## src/rtl/bpa_consts.svh

```systemverilog
// constants for the backplane arbiter and panel logic
// Overview of operation
// Serial mode chains each slot's priority output to next slot's input; three masters maximum.
// Fixed priority: slot 1 highest down to slot 6 lowest, both schemes.
// Serial mode: top priority slot input is tied active by shunt or jumper.
// Serial mode: every slot passes the chain on, by master logic or bypass.
// Serial mode: each master drives its priority output for the next slot.
// On-board input grounding allowed only in serial mode at top position.
// Parallel mode accepts requests from all six slots, fixed priority order.
// Parallel mode grants only the highest requesting slot; others see none.
// Parallel mode drives one dedicated grant output per slot.
// Parallel mode: no master holds its priority input permanently grounded.
// Reset switch is debounced and drives bus init when enabled.
// Without the reset enable, the reset switch leaves bus init alone.
// Panel interrupt is non-vectored, routed to one selected line of eight, or none.
// Interrupt flip-flop sets on leading edge of debounced switch, stays set.
// Any I/O write to the port address clears the flip-flop, data ignored.
// I/O read of the port returns flip-flop state on data bit 0.
// Flip-flop drives data bit 0 only with status read enabled.
// Flip-flop is not cleared by reset; software clears it at start.
// Sixteen-bit decode compares upper address byte too; else lower byte only.
// Each address bit matches one when its select bit is set, else zero.
// Port defaults to sixteen-bit decoding at address 07ff.
// Port acknowledges every matching I/O read or write.
`ifndef BPA_CONSTS_SVH
`define BPA_CONSTS_SVH

`define BPA_SLOTS        6
`define BPA_SERIAL_MAX   3
`define BPA_INT_LINES    8
`define BPA_CLK_MHZ      100
`define BPA_DEBOUNCE_US  5000
`define BPA_DEBOUNCE_CYC (`BPA_DEBOUNCE_US * `BPA_CLK_MHZ)

`define BPA_OFF_CTRL     8'h00
`define BPA_OFF_PORT     8'h04
`define BPA_OFF_STATUS   8'h08

`define BPA_CTRL_PAR     0
`define BPA_CTRL_RSTEN   1
`define BPA_CTRL_STSEN   2
`define BPA_CTRL_DEC16   3
`define BPA_CTRL_INTEN   4
`define BPA_CTRL_LVL_LO  5
`define BPA_CTRL_LVL_HI  7
`define BPA_CTRL_TIE     8
`define BPA_CTRL_RST     9'h00f
`define BPA_PORT_RST     16'h07ff

`define BPA_ST_IRQ       0
`define BPA_ST_RSTSW     1
`define BPA_ST_INTSW     2
`define BPA_ST_GNT_LO    8
`define BPA_ST_REQ_LO    16
`define BPA_ST_OVER      24

`endif

```

## src/rtl/bpa_pkg.sv

```systemverilog
// types shared by the backplane arbiter and panel logic
package bpa_pkg;
	typedef enum logic {
		BPA_SERIAL   = 1'b0,
		BPA_PARALLEL = 1'b1
	} bpa_mode_e;
	typedef enum logic [1:0] {
		BPA_RESP_OKAY   = 2'b00,
		BPA_RESP_DECERR = 2'b11
	} bpa_resp_e;
endpackage

```

## src/rtl/bpa_arb_if.sv

```systemverilog
// carrier between the panel top and the slot arbiter
`timescale 1ns/100ps
`default_nettype none
`include "bpa_consts.svh"
interface bpa_arb_if;
	import bpa_pkg::*;
	bpa_mode_e              mode;
	logic                   tie_top;
	logic [`BPA_SLOTS-1:0]  req;
	logic [`BPA_SLOTS-1:0]  pri_out;
	logic [`BPA_SLOTS-1:0]  grant;
	modport arb (input mode, input tie_top, input req, input pri_out, output grant);
	modport ctl (output mode, output tie_top, output req, output pri_out, input grant);
endinterface
`default_nettype wire

```

## src/rtl/bpa_backplane.sv

```systemverilog
// backplane panel logic: slot arbitration, reset switch, interrupt switch port
`timescale 1ns/100ps
`default_nettype none
`include "bpa_consts.svh"
module bpa_backplane
	import bpa_pkg::*;
#(
	parameter logic [23:0] DEBOUNCE_CYC = 24'(`BPA_DEBOUNCE_CYC)
)(
	input  wire logic                      aclk,
	input  wire logic                      aresetn,
	input  wire logic [7:0]                s_axi_awaddr,
	input  wire logic [2:0]                s_axi_awprot,
	input  wire logic                      s_axi_awvalid,
	output var  logic                      s_axi_awready,
	input  wire logic [31:0]               s_axi_wdata,
	input  wire logic [3:0]                s_axi_wstrb,
	input  wire logic                      s_axi_wvalid,
	output var  logic                      s_axi_wready,
	output var  logic [1:0]                s_axi_bresp,
	output var  logic                      s_axi_bvalid,
	input  wire logic                      s_axi_bready,
	input  wire logic [7:0]                s_axi_araddr,
	input  wire logic [2:0]                s_axi_arprot,
	input  wire logic                      s_axi_arvalid,
	output var  logic                      s_axi_arready,
	output var  logic [31:0]               s_axi_rdata,
	output var  logic [1:0]                s_axi_rresp,
	output var  logic                      s_axi_rvalid,
	input  wire logic                      s_axi_rready,
	input  wire logic [`BPA_SLOTS-1:0]     bus_req_n,
	input  wire logic [`BPA_SLOTS-1:0]     pri_out_n,
	output var  logic [`BPA_SLOTS-1:0]     pri_in_n,
	input  wire logic                      rst_switch_n,
	input  wire logic                      int_switch_n,
	output var  logic                      init_out,
	output var  logic                      init_oe,
	output var  logic [`BPA_INT_LINES-1:0] panel_interrupt_request,
	output var  logic [`BPA_INT_LINES-1:0] panel_interrupt_request_oe,
	input  wire logic [15:0]               io_addr,
	input  wire logic                      io_rd_n,
	input  wire logic                      io_wr_n,
	output var  logic                      dat0_out,
	output var  logic                      dat0_oe,
	output var  logic                      xack_out,
	output var  logic                      xack_oe
);
	// ---------------------------------------------------------------
	// pin synchronisers
	// ---------------------------------------------------------------
	logic [`BPA_SLOTS-1:0] req_s1_q;
	logic [`BPA_SLOTS-1:0] req_s2_q;
	logic [`BPA_SLOTS-1:0] pri_s1_q;
	logic [`BPA_SLOTS-1:0] pri_s2_q;
	logic [15:0]           adr_s1_q;
	logic [15:0]           adr_s2_q;
	logic [1:0]            cyc_s1_q;
	logic [1:0]            cyc_s2_q;
	logic                  wr_prev_q;

	always_ff @(posedge aclk) begin
		if (!aresetn) begin
			req_s1_q <= '1;
			req_s2_q <= '1;
			pri_s1_q <= '1;
			pri_s2_q <= '1;
			adr_s1_q <= 16'h0000;
			adr_s2_q <= 16'h0000;
			cyc_s1_q <= 2'h3;
			cyc_s2_q <= 2'h3;
		end else begin
			req_s1_q <= bus_req_n;
			req_s2_q <= req_s1_q;
			pri_s1_q <= pri_out_n;
			pri_s2_q <= pri_s1_q;
			adr_s1_q <= io_addr;
			adr_s2_q <= adr_s1_q;
			cyc_s1_q <= {io_wr_n, io_rd_n};
			cyc_s2_q <= cyc_s1_q;
		end
	end

	// ---------------------------------------------------------------
	// configuration and status registers
	// ---------------------------------------------------------------
	logic [8:0]  ctrl_q;
	logic [15:0] port_q;
	logic        irq_q = 1'b0;
	logic        rst_pressed;
	logic        int_pressed;
	logic        int_prev_q;
	logic [2:0]  req_cnt;
	logic [31:0] status_w;

	always_comb begin
		req_cnt = 3'h0;
		for (int i = 0; i < `BPA_SLOTS; i++) begin
			req_cnt = req_cnt + {2'h0, ~req_s2_q[i]};
		end
	end

	assign status_w = {7'h00, req_cnt > 3'(`BPA_SERIAL_MAX), 2'h0, ~req_s2_q, 2'h0,
		pri_in_n == '1 ? 6'h00 : ~pri_in_n, 5'h00, int_pressed, rst_pressed, irq_q};

	// ---------------------------------------------------------------
	// register bus slave
	// ---------------------------------------------------------------
	logic        wr_take;
	logic        rd_take;
	logic        wr_ctrl;
	logic        wr_port;
	logic        wr_hit;
	logic        rd_hit;
	logic [31:0] wmask;
	logic [31:0] rd_word;
	logic [31:0] ctrl_wide;
	logic [31:0] port_wide;

	// both halves of a write are taken together, so either order works
	assign wr_take       = s_axi_awvalid & s_axi_wvalid & ~s_axi_bvalid;
	assign s_axi_awready = wr_take;
	assign s_axi_wready  = wr_take;
	assign rd_take       = s_axi_arvalid & ~s_axi_rvalid;
	assign s_axi_arready = rd_take;

	assign wmask     = {{8{s_axi_wstrb[3]}}, {8{s_axi_wstrb[2]}},
		{8{s_axi_wstrb[1]}}, {8{s_axi_wstrb[0]}}};
	assign ctrl_wide = {23'h000000, ctrl_q};
	assign port_wide = {16'h0000, port_q};
	assign wr_ctrl   = wr_take & (s_axi_awaddr == `BPA_OFF_CTRL);
	assign wr_port   = wr_take & (s_axi_awaddr == `BPA_OFF_PORT);
	assign wr_hit    = wr_ctrl | wr_port | (s_axi_awaddr == `BPA_OFF_STATUS);
	assign rd_hit    = (s_axi_araddr == `BPA_OFF_CTRL) | (s_axi_araddr == `BPA_OFF_PORT) |
		(s_axi_araddr == `BPA_OFF_STATUS);
	assign rd_word   = (s_axi_araddr == `BPA_OFF_CTRL) ? ctrl_wide :
		(s_axi_araddr == `BPA_OFF_PORT) ? port_wide :
		(s_axi_araddr == `BPA_OFF_STATUS) ? status_w : 32'h00000000;

	always_ff @(posedge aclk) begin
		if (!aresetn) begin
			ctrl_q <= `BPA_CTRL_RST;
			port_q <= `BPA_PORT_RST;
		end else begin
			if (wr_ctrl) begin
				ctrl_q <= 9'((ctrl_wide & ~wmask) | (s_axi_wdata & wmask));
			end
			if (wr_port) begin
				port_q <= 16'((port_wide & ~wmask) | (s_axi_wdata & wmask));
			end
		end
	end

	always_ff @(posedge aclk) begin
		if (!aresetn) begin
			s_axi_bvalid <= 1'b0;
			s_axi_bresp  <= BPA_RESP_OKAY;
			s_axi_rvalid <= 1'b0;
			s_axi_rresp  <= BPA_RESP_OKAY;
			s_axi_rdata  <= 32'h00000000;
		end else begin
			if (wr_take) begin
				s_axi_bvalid <= 1'b1;
				s_axi_bresp  <= wr_hit ? BPA_RESP_OKAY : BPA_RESP_DECERR;
			end else if (s_axi_bready) begin
				s_axi_bvalid <= 1'b0;
			end
			if (rd_take) begin
				s_axi_rvalid <= 1'b1;
				s_axi_rresp  <= rd_hit ? BPA_RESP_OKAY : BPA_RESP_DECERR;
				s_axi_rdata  <= rd_word;
			end else if (s_axi_rready) begin
				s_axi_rvalid <= 1'b0;
			end
		end
	end

	// ---------------------------------------------------------------
	// slot arbitration
	// ---------------------------------------------------------------
	bpa_arb_if ab ();

	assign ab.mode    = bpa_mode_e'(ctrl_q[`BPA_CTRL_PAR]);
	assign ab.tie_top = ctrl_q[`BPA_CTRL_TIE];
	assign ab.req     = ~req_s2_q;
	assign ab.pri_out = ~pri_s2_q;
	assign pri_in_n   = ~ab.grant;

	bpa_arbiter u_arb (
		.aclk    (aclk),
		.aresetn (aresetn),
		.ab      (ab.arb)
	);

	// ---------------------------------------------------------------
	// front panel switches
	// ---------------------------------------------------------------
	bpa_debounce #(.CYC(DEBOUNCE_CYC)) u_rst_db (
		.aclk    (aclk),
		.aresetn (aresetn),
		.raw_n   (rst_switch_n),
		.pressed (rst_pressed)
	);

	bpa_debounce #(.CYC(DEBOUNCE_CYC)) u_int_db (
		.aclk    (aclk),
		.aresetn (aresetn),
		.raw_n   (int_switch_n),
		.pressed (int_pressed)
	);

	// ---------------------------------------------------------------
	// interrupt port decode
	// ---------------------------------------------------------------
	logic       lo_match;
	logic       hi_match;
	logic       port_match;
	logic       rd_s;
	logic       wr_s;
	logic       wr_start;
	logic       int_rise;
	logic       irq_set;
	logic       irq_clr;
	logic [2:0] int_lvl;
	logic       int_en;

	assign lo_match   = adr_s2_q[7:0] == port_q[7:0];
	assign hi_match   = adr_s2_q[15:8] == port_q[15:8];
	assign port_match = lo_match & (hi_match | ~ctrl_q[`BPA_CTRL_DEC16]);
	assign rd_s       = ~cyc_s2_q[0];
	assign wr_s       = ~cyc_s2_q[1];
	assign wr_start   = wr_s & ~wr_prev_q;
	assign int_rise   = int_pressed & ~int_prev_q;
	assign irq_set    = int_rise;
	assign irq_clr    = wr_start & port_match;
	assign int_lvl    = ctrl_q[`BPA_CTRL_LVL_HI:`BPA_CTRL_LVL_LO];
	assign int_en     = ctrl_q[`BPA_CTRL_INTEN];

	always_ff @(posedge aclk) begin
		if (!aresetn) begin
			wr_prev_q  <= 1'b0;
			int_prev_q <= 1'b0;
		end else begin
			wr_prev_q  <= wr_s;
			int_prev_q <= int_pressed;
		end
	end

	// no reset here on purpose; a fresh edge must win over a clear
	always_ff @(posedge aclk) begin
		irq_q <= irq_set | (irq_q & ~irq_clr);
	end

	// ---------------------------------------------------------------
	// open drain and bus drivers
	// ---------------------------------------------------------------
	always_ff @(posedge aclk) begin
		if (!aresetn) begin
			init_oe  <= 1'b0;
			dat0_oe  <= 1'b0;
			dat0_out <= 1'b1;
			xack_oe  <= 1'b0;
		end else begin
			init_oe  <= rst_pressed & ctrl_q[`BPA_CTRL_RSTEN];
			dat0_oe  <= rd_s & port_match & ctrl_q[`BPA_CTRL_STSEN];
			dat0_out <= ~irq_q;
			xack_oe  <= (rd_s | wr_s) & port_match;
		end
	end

	assign init_out = 1'b0;
	assign xack_out = 1'b0;

	for (genvar k = 0; k < `BPA_INT_LINES; k++) begin : g_int
		always_ff @(posedge aclk) begin
			if (!aresetn) begin
				panel_interrupt_request_oe[k] <= 1'b0;
			end else begin
				panel_interrupt_request_oe[k] <= irq_q & int_en & (int_lvl == 3'(k));
			end
		end
		assign panel_interrupt_request[k] = 1'b0;
	end
endmodule
`default_nettype wire

```

## src/rtl/bpa_debounce.sv

```systemverilog
// synchroniser and debouncer for one front panel switch
`timescale 1ns/100ps
`default_nettype none
module bpa_debounce #(
	parameter logic [23:0] CYC = 24'd1
)(
	input  wire logic  aclk,
	input  wire logic  aresetn,
	input  wire logic  raw_n,
	output var  logic  pressed
);
	logic        sync1_q;
	logic        sync2_q;
	logic        stable_q;
	logic [23:0] cnt_q;
	logic        differs;
	logic        expired;

	assign differs = sync2_q != stable_q;
	assign expired = cnt_q == CYC - 24'd1;
	assign pressed = ~stable_q;

	always_ff @(posedge aclk) begin
		if (!aresetn) begin
			sync1_q <= 1'b1;
			sync2_q <= 1'b1;
		end else begin
			sync1_q <= raw_n;
			sync2_q <= sync1_q;
		end
	end

	// a bounce back to the old level restarts the wait
	always_ff @(posedge aclk) begin
		if (!aresetn) begin
			cnt_q    <= 24'h000000;
			stable_q <= 1'b1;
		end else if (!differs) begin
			cnt_q    <= 24'h000000;
		end else if (expired) begin
			cnt_q    <= 24'h000000;
			stable_q <= sync2_q;
		end else begin
			cnt_q    <= cnt_q + 24'h000001;
		end
	end
endmodule
`default_nettype wire

```

## src/rtl/bpa_arbiter.sv

```systemverilog
// fixed priority slot arbiter, serial chain or parallel grant
`timescale 1ns/100ps
`default_nettype none
`include "bpa_consts.svh"
module bpa_arbiter
	import bpa_pkg::*;
(
	input  wire logic  aclk,
	input  wire logic  aresetn,
	bpa_arb_if.arb     ab
);
	logic [`BPA_SLOTS:0]   above;
	logic [`BPA_SLOTS-1:0] chain;
	logic [`BPA_SLOTS-1:0] grant_d;
	logic [`BPA_SLOTS-1:0] grant_q;

	assign above[0] = 1'b0;
	assign chain    = {ab.pri_out[`BPA_SLOTS-2:0], ab.tie_top};
	assign ab.grant = grant_q;

	// slot index 0 is the top priority slot, so lower index wins
	for (genvar i = 0; i < `BPA_SLOTS; i++) begin : g_slot
		assign above[i+1] = above[i] | ab.req[i];
		assign grant_d[i] = (ab.mode == BPA_PARALLEL) ? (ab.req[i] & ~above[i]) : chain[i];
	end

	always_ff @(posedge aclk) begin
		if (!aresetn) begin
			grant_q <= '0;
		end else begin
			grant_q <= grant_d;
		end
	end

	for (genvar i = 0; i < `BPA_SLOTS; i++) begin : g_chk

	end
endmodule
`default_nettype wire

```

## config.mk

```make
export PLATFORM = sky130hd
export DESIGN_NAME = bpa_backplane
export DESIGN_NICKNAME = d
export VERILOG_FILES = /design/src/rtl/bpa_pkg.sv /design/src/rtl/bpa_arb_if.sv /design/src/rtl/bpa_backplane.sv /design/src/rtl/bpa_debounce.sv /design/src/rtl/bpa_arbiter.sv
export VERILOG_INCLUDE_DIRS = /design/src /design/src/rtl
export SDC_FILE = /design/constraint.sdc
export NUM_CORES = 1
export LEC_CHECK = 0
export ABC_AREA = 1
export BUFFER_PORTS_ARGS = -buffer_cell sky130_fd_sc_hd__buf_2
export CAP_MARGIN = 20
export CORE_MARGIN = 8
export CORE_UTILIZATION = 25
export CTS_BUF_LIST = sky130_fd_sc_hd__clkbuf_4
export DETAILED_ROUTE_END_ITERATION = 8
export GPL_TIMING_DRIVEN = 1
export SETUP_SLACK_MARGIN = 0.3
export SYNTH_ARGS = -nofsm -noshare
export SYNTH_HDL_FRONTEND = slang
export SYNTH_SLANG_ARGS = --single-unit
export TNS_END_PERCENT = 100
```

## constraint.sdc

```tcl
create_clock -name aclk -period 2.6 [get_ports aclk]
set_clock_uncertainty 0.15 [all_clocks]
set_input_delay 0.39 -clock aclk [delete_from_list [all_inputs] [get_ports aclk]]
set_output_delay 0.39 -clock aclk [all_outputs]
set_load 0.1 [all_outputs]
```

* Yosys cells after proc, flatten, opt, wreduce, memory -nomap -nowiden
Cells that the tools add are included.
Word-level totals: latch bits 0, logic and storage cells 164, bits in registers 196, bits in read-only memories 0, memories kept 0, bits in writable memories 0
Cells by class: bitwise gates (word level) 74, divide/modulo/power cells 0, multiply operators 0, multiplexer cells 16, $add $sub $neg 7, eq/ne operators 18, reduce and logical (&&, ||, !) cells 9, shift-type cells 0, $lt $le $gt $ge 1
Operator list (count):
- $mux W25 | 3
- $add A24 B1 Y24 const B | 2
- $eq A24 B19 Y1 const B | 2
- $and A16 B16 Y16 | 2
- $and A1 B1 Y1 | 28
- $not A1 Y1 | 25
- $not A6 Y6 | 3
- $eq A8 B3 Y1 const B | 2
- $eq A8 B4 Y1 const B | 2
- $eq A8 B8 Y1 | 2
- $logic_not A8 Y1 | 2
- $not A16 Y16 | 1
- $or A16 B16 Y16 | 1
- $eq A3 B3 Y1 const B | 4
- $or A1 B1 Y1 | 11
- $mux W1 | 10
- $add A3 B1 Y3 | 3
- $and A9 B9 Y9 | 1
- $or A9 B9 Y9 | 1
- $eq A3 B2 Y1 const B | 2
- $eq A6 B6 Y1 const B | 1
- $mux W6 | 1
- $reduce_or A3 Y1 | 2
- $not A5 Y5 | 1
- other kinds (9) | 13

* Longest topological paths before layout
Gate-level depths: netlist of run 1.
depth after elaboration 10, depth in mapped cells 10, gate-level depth less buffers 10

* Hierarchy
From an unflattened synthesis of run 1, not the netlist that was laid out.
Second synthesis, totals: cell total of the unflattened synthesis 1078, area total of the unflattened synthesis 8146.6 sq um
By module, submodules not included:
- bpa_backplane | times used 1, area an instance 4902.2 sq um, cells an instance 597
- bpa_debounce | times used 2, area an instance 1493.9 sq um, cells an instance 223
- bpa_arbiter | times used 1, area an instance 256.5 sq um, cells an instance 35

* Worst setup path after synthesis of run 1
No wires, ideal clock.
path type reg2out, start reg s_axi_bvalid, end out s_axi_wready, setup slack 33 ps, buffers on the path 1, arrival 2027 ps, stages on the path, launching flop included 5, required time 2060 ps, cell sequence dfxtp_1 > nor2_1 > nand2_1 > inv_1 > buf_4
On the way: longest elaborated chain between the ends 2
RTL lines:
- from (decl) | line bpa_backplane.sv:21 | output var logic s_axi_bvalid,
- from (signal assigned) | line bpa_backplane.sv:155 | s_axi_bvalid <= 1'b0;
- from (signal assigned) | line bpa_backplane.sv:162 | s_axi_bvalid <= 1'b1;
- from (signal assigned) | line bpa_backplane.sv:165 | s_axi_bvalid <= 1'b0;
- $not A1 Y1 | line bpa_backplane.sv:120 | assign wr_take = s_axi_awvalid & s_axi_wvalid & ~s_axi_bvalid;
- $and A1 B1 Y1 | line bpa_backplane.sv:120
- to (decl) | line bpa_backplane.sv:19 | output var logic s_axi_wready,
Every way passes these cells.

* Worst setup path after layout of run 1
start reg req_s2_q[0], end reg s_axi_rdata[24]
On the way: longest elaborated chain between the ends 10
RTL lines:
- from (decl) | line bpa_backplane.sv:52 | logic [`BPA_SLOTS-1:0] req_s2_q;
- from (signal assigned) | line bpa_backplane.sv:73 | req_s2_q <= req_s1_q;
- $not A1 Y1 | line bpa_backplane.sv:98 | req_cnt = req_cnt + {2'h0, ~req_s2_q[i]};
- $add A1 B1 Y2 | line bpa_backplane.sv:98
- $add A2 B1 Y3 | line bpa_backplane.sv:98
- $add A3 B1 Y3 (3 in series) | line bpa_backplane.sv:98
- $gt A3 B2 Y1 | line bpa_backplane.sv:102 | assign status_w = {7'h00, req_cnt > 3'(`BPA_SERIAL_MAX), 2'h0, ~req_s2_q, 2'h0,
- $mux W25 | line bpa_backplane.sv:137 | (s_axi_araddr == `BPA_OFF_STATUS) ? status_w : 32'h00000000;
- $mux W25 | line bpa_backplane.sv:136 | (s_axi_araddr == `BPA_OFF_PORT) ? port_wide :
- $mux W25 | line bpa_backplane.sv:135 | assign rd_word = (s_axi_araddr == `BPA_OFF_CTRL) ? ctrl_wide :
- to (signal assigned) | line bpa_backplane.sv:170 | s_axi_rdata <= rd_word;
- to (decl) | line bpa_backplane.sv:27 | output var logic [31:0] s_axi_rdata,
Every way passes these cells. A chain may end at the register's enable or synchronous reset.

==> metrics.md, run 1 <==
| Metric | Value |
|---|---|
| Final Power | 5.12 mW |
| Fin crit share | 0.858 |
| Slew HR | 0.555 |
| Die X | 191 um |
| Routability cong. | 0.822 |
| Final Max Slew Viols | 0 |
| Later-pin clock latency in the skew report | 0.57 ns |
| Power Density | 538 nW/um2 |
| Post-Synthesis Cells | 1,011 |
| Pre-antenna DRT Iters | 5 |
| HP Class | in -> reg |
| Fmax | 0.448 GHz |
| Core ar. | 30,400 um2 |
| Reg2reg start | req_s2_q[0]$_SDFF_PN1_ |
| # DRC | 0 |
| CP endpoint | s_axi_rdata[24]$_SDFFE_PN0P_ |
| Cells after DPL | 1,505 |
| First-pass GRT wire length | 31,900 um |
| Antenna violations before repair | 0 |
| Cell count along the critical path | 7 |
| Routed vias | 6,680 |
| Congestion Overflow GR | 0 |
| Flop2flop setup slack | 0.37 ns |
| Clk buf depth | 2 |
| R2R cell count | 7 |
| # IOs | 166 |
| Critical path origin | req_s2_q[0]$_SDFF_PN1_ |
| Routed vias/inst | 4.19 |
| Yosys reg bits | 185 |
| CP endpoint kind | flip-flop |
| Synth area leader | dfxtp_1 |
| Min Hold Slack | 0.0727 ns |
| Yosys top cell area share | 0.481 |
| Vias in the first global route | 6,431 |
| Routed WL per cell | 12.4 um |
| Htree depth | 4 |
| Fin cells | 1,596 |
| Mapped Area | 7700 um2 |
| Crit-path cells | inv_1, fa_1, fa_1, ha_1, a31o_2, nand3_1, a21oi_1 |
| Syn-to-layout area delta | 23.5% |
| CP required | 2.92 ns |
| Dpl hpwl | 15,100 um |
| Warnings, synthesis | 0 |
| Post-CTS Setup Inserts | 0 |
| Critical path type | reg -> reg |
| Most common cell after layout, fill and taps aside | nand2_1 |
| Clk slew on worst S/H paths | 0.16 ns |
| Most frequent cells in the layout | 225 x nand2_1, 183 x dfxtp_1, 133 x inv_1 |
| Nets@finish | 1,291 |
| Clk root buf | clkbuf_4 |
| Max Cap Violations | 0 |
| Number of clock sinks | 185 |
| Routed WL | 19,700 um |
| Largest net degree at the start of global routing | 36 |
| Final Hold Viols | 0 |
| Synth area leaders | dfxtp_1 48%, nand2_1 11%, inv_1 6.5% |
| Reg2Reg Capture Point | s_axi_rdata[24]$_SDFFE_PN0P_ |
| Antenna Nets Post-Route | 0 |
| Die height | 191 um |
| Initial DRC Count | 453 |
| IO buf count | 121 |
| Final min period | 2.23 ns |
| Ant. Diodes | 0 |
| Critical path's top delay family | adder cells |
| Row cnt | 64 |
| RSZ-0062 raised after global routing | true |
| CTS buffer count | 17 |
| Final setup violation count | 0 |
| Critical path startpoint category | flip-flop |
| WP data arrival | 2.55 ns |
| Outcome | finished, final reports clean |
| TritonCTS clock tree | done |
| Die area | 36,700 um2 |
| Setup TNS | 0 ns |
| Post-synthesis sequential area ratio | 0.481 |
| Slowest CP cell | fa_1 |
| Avg Cell Area, Syn | 7.62 um2 |
| CP max stage delay | 0.50 ns |
| Global Route Usage Sum | 0.108 |
| Initial Util | 0.253 |
| Worst VDD drop | 228 uV |
| Worst Path Buf+Inv | 1 |
| Worst-path fanout max | 4 |
| Unique cell type count in the Yosys netlist | 41 |
| Share of cells above drive strength 1 | 0.188 |
| Most common cell on crit path | fa_1 |
| Leakage | 4.19 nW |
| Least-Margin Pin Slew | 0.666 ns |
[area by class of cell]
type,count,area [um2]
clock buffer,19,143
clock inverter,13,130
fill,3320,20900
inverter,135,507
multi-input combinational,659,3260
sequential,185,3710
tap,396,495
timing repair buffer,189,1270
[how the worst min path moves through the flow]
stage | startpoint | endpoint | slack (ns) | cells past startpoint
after global placement | adr_s1_q[8]$_SDFF_PN0_ | adr_s2_q[8]$_SDFF_PN0_ | 0.24 | 2
after floorplan | pri_s2_q[0]$_SDFF_PN1_ | u_arb.ab.grant[1]$_SDFF_PN0_ | 0.24 | 1
final | s_axi_awaddr[3] | flip-flop | 0.07 | 4
after global routing | s_axi_awaddr[3] | flip-flop | 0.05 | 4
after detailed placement | pri_s2_q[0]$_SDFF_PN1_ | u_arb.ab.grant[1]$_SDFF_PN0_ | 0.25 | 1
after CTS | s_axi_awaddr[3] | flip-flop | 0.01 | 4
[routing by layer]
metal,global-route usage,share of wire,vias up
met5,0,0,-
met4,0.0263,0.011,0
met3,0.0254,0.052,14
met2,0.180,0.48,160
met1,0.138,0.46,3044
li1,-,-,3462
[where the power goes]
group / switching [mW] / total [mW] / internal, mW
clock network: 1.04 / 1.57 / 0.527
registers: 0.0266 / 2.93 / 2.90
logic: 0.455 / 0.625 / 0.170
total: 1.52 / 5.12 / 3.60
[cells by family after synthesis]
family                     after synthesis  share of synthesized area
and+or+nand+nor                        499                      0.288
xor gates and xnor gates                28                     0.0318
buffers and inverters                  185                      0.105
other                                    1                   0.000487
AOI/OAI and AO/OA                      106                     0.0799
adders and majority gates                7                     0.0133
DFF                                    185                      0.481
[worst register-to-register path: cells and delay by family (launching register included)]
kind	cells	cell delay, ns
fa+ha+maj	3	1.17
compound gates	2	0.29
simple gates	1	0.07
buf+inv	1	0.08
flops	1	0.39
[Yosys cell counts, drive strengths merged]
cell	number
fa	2
o21ai	29
buf	34
dfxtp	185
conb	1
ha	5
a221oi	1
a31o	1
a211oi	1
nor3	14
nand4	19
or2	38
nor3b	2
o21bai	2
clkbuf	16
a21oi	57
xor2	16
inv	135
a31oi	2
nand2	227
nand3	63
o211ai	13
nor2	136
xnor2	12
[repair_timing]
action                                 in CTS  in global routing
hold buffers                               59                  0
resized for setup                           2                  2
cloned                                      0                  0
setup endpoints to repair                   2                  5
endpoints found under the hold margin      60                  0
[through the flow]
step | area (um2) | setup WS (ns) | util
after floorplan | 7770 | 0.254 | -
after global placement | 8630 | 0.383 | 0.284
after detailed placement | 8630 | 0.358 | 0.284
after CTS | 9500 | 0.305 | 0.312
after global routing | 9510 | 0.287 | 0.313
final | 9510 | 0.368 | 0.313
Power figures use the tool's default switching activity.
==> inputs of run 2 (changes only) <==
Settings changed: CORE_ASPECT_RATIO from default to 1.25.
==> metrics.md, run 2 (synthesis gave the netlist of run 1 again) <==
| Metric | Value |
|---|---|
| Combinational power share | 0.119 (-0.003) |
| Routed vias | 6,596 (-1.3%) |
| # IOs | 166 (unchanged) |
| Switching pwr | 1.57 mW (+3.2%) |
| Die height | 212 um (+11%) |
| Sequential group share of total power | 0.564 (-0.008) |
| Sw frac | 0.303 (+0.00564) |
| # DRC | 0 (unchanged) |
| Nets@finish | 1,289 (-0.15%) |
| Die X | 173 um (-9.7%) |
| Row cnt | 72 (+13%) |
| R2R cell count | 7 (unchanged) |
| Clock power share | 0.317 (+0.011) |
| Leakage | 4.20 nW (+0.17%) |
| Antenna Nets Post-Route | 0 (unchanged) |
| Reg2Reg Capture Point | s_axi_rdata[24]$_SDFFE_PN0P_ |
| Outcome | finished, final reports clean |
| Routed WL per cell | 12.1 um (-2.2%) |
| Routability cong. | 0.856 (+4.1%) |
| Max Cap Violations | 0 (unchanged) |
| IO buf count | 121 (unchanged) |
| Pre-antenna DRT Iters | 4 (-1) |
| Number of clock sinks | 185 (unchanged) |
| Critical path type | reg -> out |
| Final Hold Viols | 0 (unchanged) |
| Antenna violations before repair | 1 (+1) |
| Fmax | 0.448 GHz (about the same) |
| Min-delay src | aresetn |
| Min Hold Slack | 0.0383 ns (-0.0345 ns) |
| TritonCTS clock tree | done |
| Hold Crit Endpoint | dat0_out$_SDFF_PN1_ |
| Die area | 36,700 um2 (about the same) |
| Critical path startpoint category | flip-flop |
| Hold Path Stages | 2 (-2) |
| Slew HR | 0.571 (+0.0155) |
| Syn-to-layout area delta | 23.8% |
| HP Class | in -> reg |
| Most common cell after layout, fill and taps aside | nand2_1 |
| CP required | 2.06 ns (-0.86 ns) |
| Fin crit share | 0.858 (about the same) |
| Fillcell total | 3,304 (-0.48%) |
| Share of cells above drive strength 1 | 0.189 (+0.00115) |
| Flop2flop setup slack | 0.41 ns (+0.04 ns) |
| Global Route Usage Sum | 0.107 (-0.000376) |
| Initial DRC Count | 360 (-21%) |
| Later-pin clock latency in the skew report | 0.58 ns (about the same) |
| Dpl hpwl | 15,000 um (-0.99%) |
| Reg2reg start | req_s2_q[0]$_SDFF_PN1_ |
| Routed vias/inst | 4.11 (-1.9%) |
| CTS buffer count | 17 (unchanged) |
| Least-Margin Pin Slew | 0.643 ns (-0.0233 ns) |
| Routed WL | 19,400 um (-1.6%) |
| Clk root buf | clkbuf_4 |
| Internal power | 3.62 mW (+0.51%) |
| Congestion Overflow GR | 0 (unchanged) |
| Initial Util | 0.251 (-0.00165) |
| Vias in the first global route | 6,442 (+0.17%) |
| Clk buf depth | 2 (unchanged) |
| Clk slew on worst S/H paths | 0.15 ns (about the same) |
| Worst VDD drop | 218 uV (-4.2%) |
| Largest net degree at the start of global routing | 43 (+19%) |
| CP endpoint kind | output port |
| Setup TNS | 0 ns (unchanged) |
| Power Density | 544 nW/um2 (+1.1%) |
| Final Power | 5.19 mW (+1.3%) |
| Most frequent cells in the layout | 225 x nand2_1, 183 x dfxtp_1, 133 x inv_1 |
| WP data arrival | 1.69 ns (-0.86 ns) |
| Worst-path fanout max | 5 (+1) |
| Htree depth | 4 (unchanged) |
| Final Max Slew Viols | 0 (unchanged) |
| Core ar. | 30,600 um2 (+0.66%) |
| RSZ-0062 raised after global routing | true |
| Final min period | 2.23 ns (-0.000940 ns) |
| First-pass GRT wire length | 31,900 um (-0.18%) |
| Final setup violation count | 0 (unchanged) |
## run 2: changes by cell type in the layout (fill, tap and decap cells not counted), moves of 2 or more
cell      previous run  this run
inv_6                4         6
clkinv_8             0         3
clkinv_1             2         0
buf_4               11         8
buf_2              119       121
## run 2: metal layers
layer / vias up / track usage / wire, um
met5: - / 0 / 0
met3: 24 / 0.0268 / 781
li1: 3462 / - / -
met1: 2964 / 0.123 / 8810
met2: 146 / 0.189 / 9420
met4: 0 / 0.0432 / 414
## run 2: worst max-delay path: stages (launching register included)
cell     delay, ns
dfxtp_2       0.35
nor2_1        0.09
nand2_1       0.13
inv_1         0.12
buf_2         0.43
## run 2: repair_timing
item,CTS,global route
endpoints found under the hold margin,59,0
endpoints found under the setup margin,2,3
resized for setup,0,1
hold buffers,58,0
buffers inserted,0,0
## run 2: worst max path at each step
stage / end / slack [ns] / cells past startpoint / from
6_report: s_axi_wready / 0.37 / 4 / s_axi_bvalid$_SDFFE_PN0P_
5_1_grt: s_axi_awready / 0.22 / 4 / s_axi_bvalid$_SDFFE_PN0P_
4_1_cts: s_axi_wready / 0.29 / 4 / s_axi_bvalid$_SDFFE_PN0P_
3_5_place_dp: s_axi_rdata[24]$_SDFFE_PN0P_ / 0.37 / 7 / req_s2_q[0]$_SDFF_PN1_
3_3_place_gp: s_axi_rdata[24]$_SDFFE_PN0P_ / 0.37 / 7 / req_s2_q[0]$_SDFF_PN1_
2_1_floorplan: s_axi_wready / 0.25 / 4 / s_axi_bvalid$_SDFFE_PN0P_
## run 2: power groups by stage
stage,sequential (mW),clock (mW),combinational (mW)
2_1_floorplan,3.08,0,0.354
3_3_place_gp,2.99,0,0.559
3_5_place_dp,2.99,0,0.559
4_1_cts,2.93,1.73,0.623
5_1_grt,2.93,1.82,0.664
6_report,2.92,1.64,0.618
## run 2: cell type report
type                    count  area, um2  share of cell area
repair buffers            187       1250               0.131
diodes                      1       2.50            0.000263
clock buffers              18        135              0.0142
flip-flops and latches    185       3710               0.389
well taps                 407        509              0.0534
inverters                 135        507              0.0532
clock inverters            14        173              0.0181
multi-input cells         659       3250               0.341
## run 2: metrics by stage
step	worst slack, ns	util	cells	cell area, um2
after CTS	0.293	0.311	1605	9530
after detailed placement	0.372	0.282	1515	8640
final	0.369	0.311	1606	9530
after global routing	0.217	0.311	1606	9530
after floorplan	0.254	-	1029	7770
after global placement	0.372	0.282	1515	8640
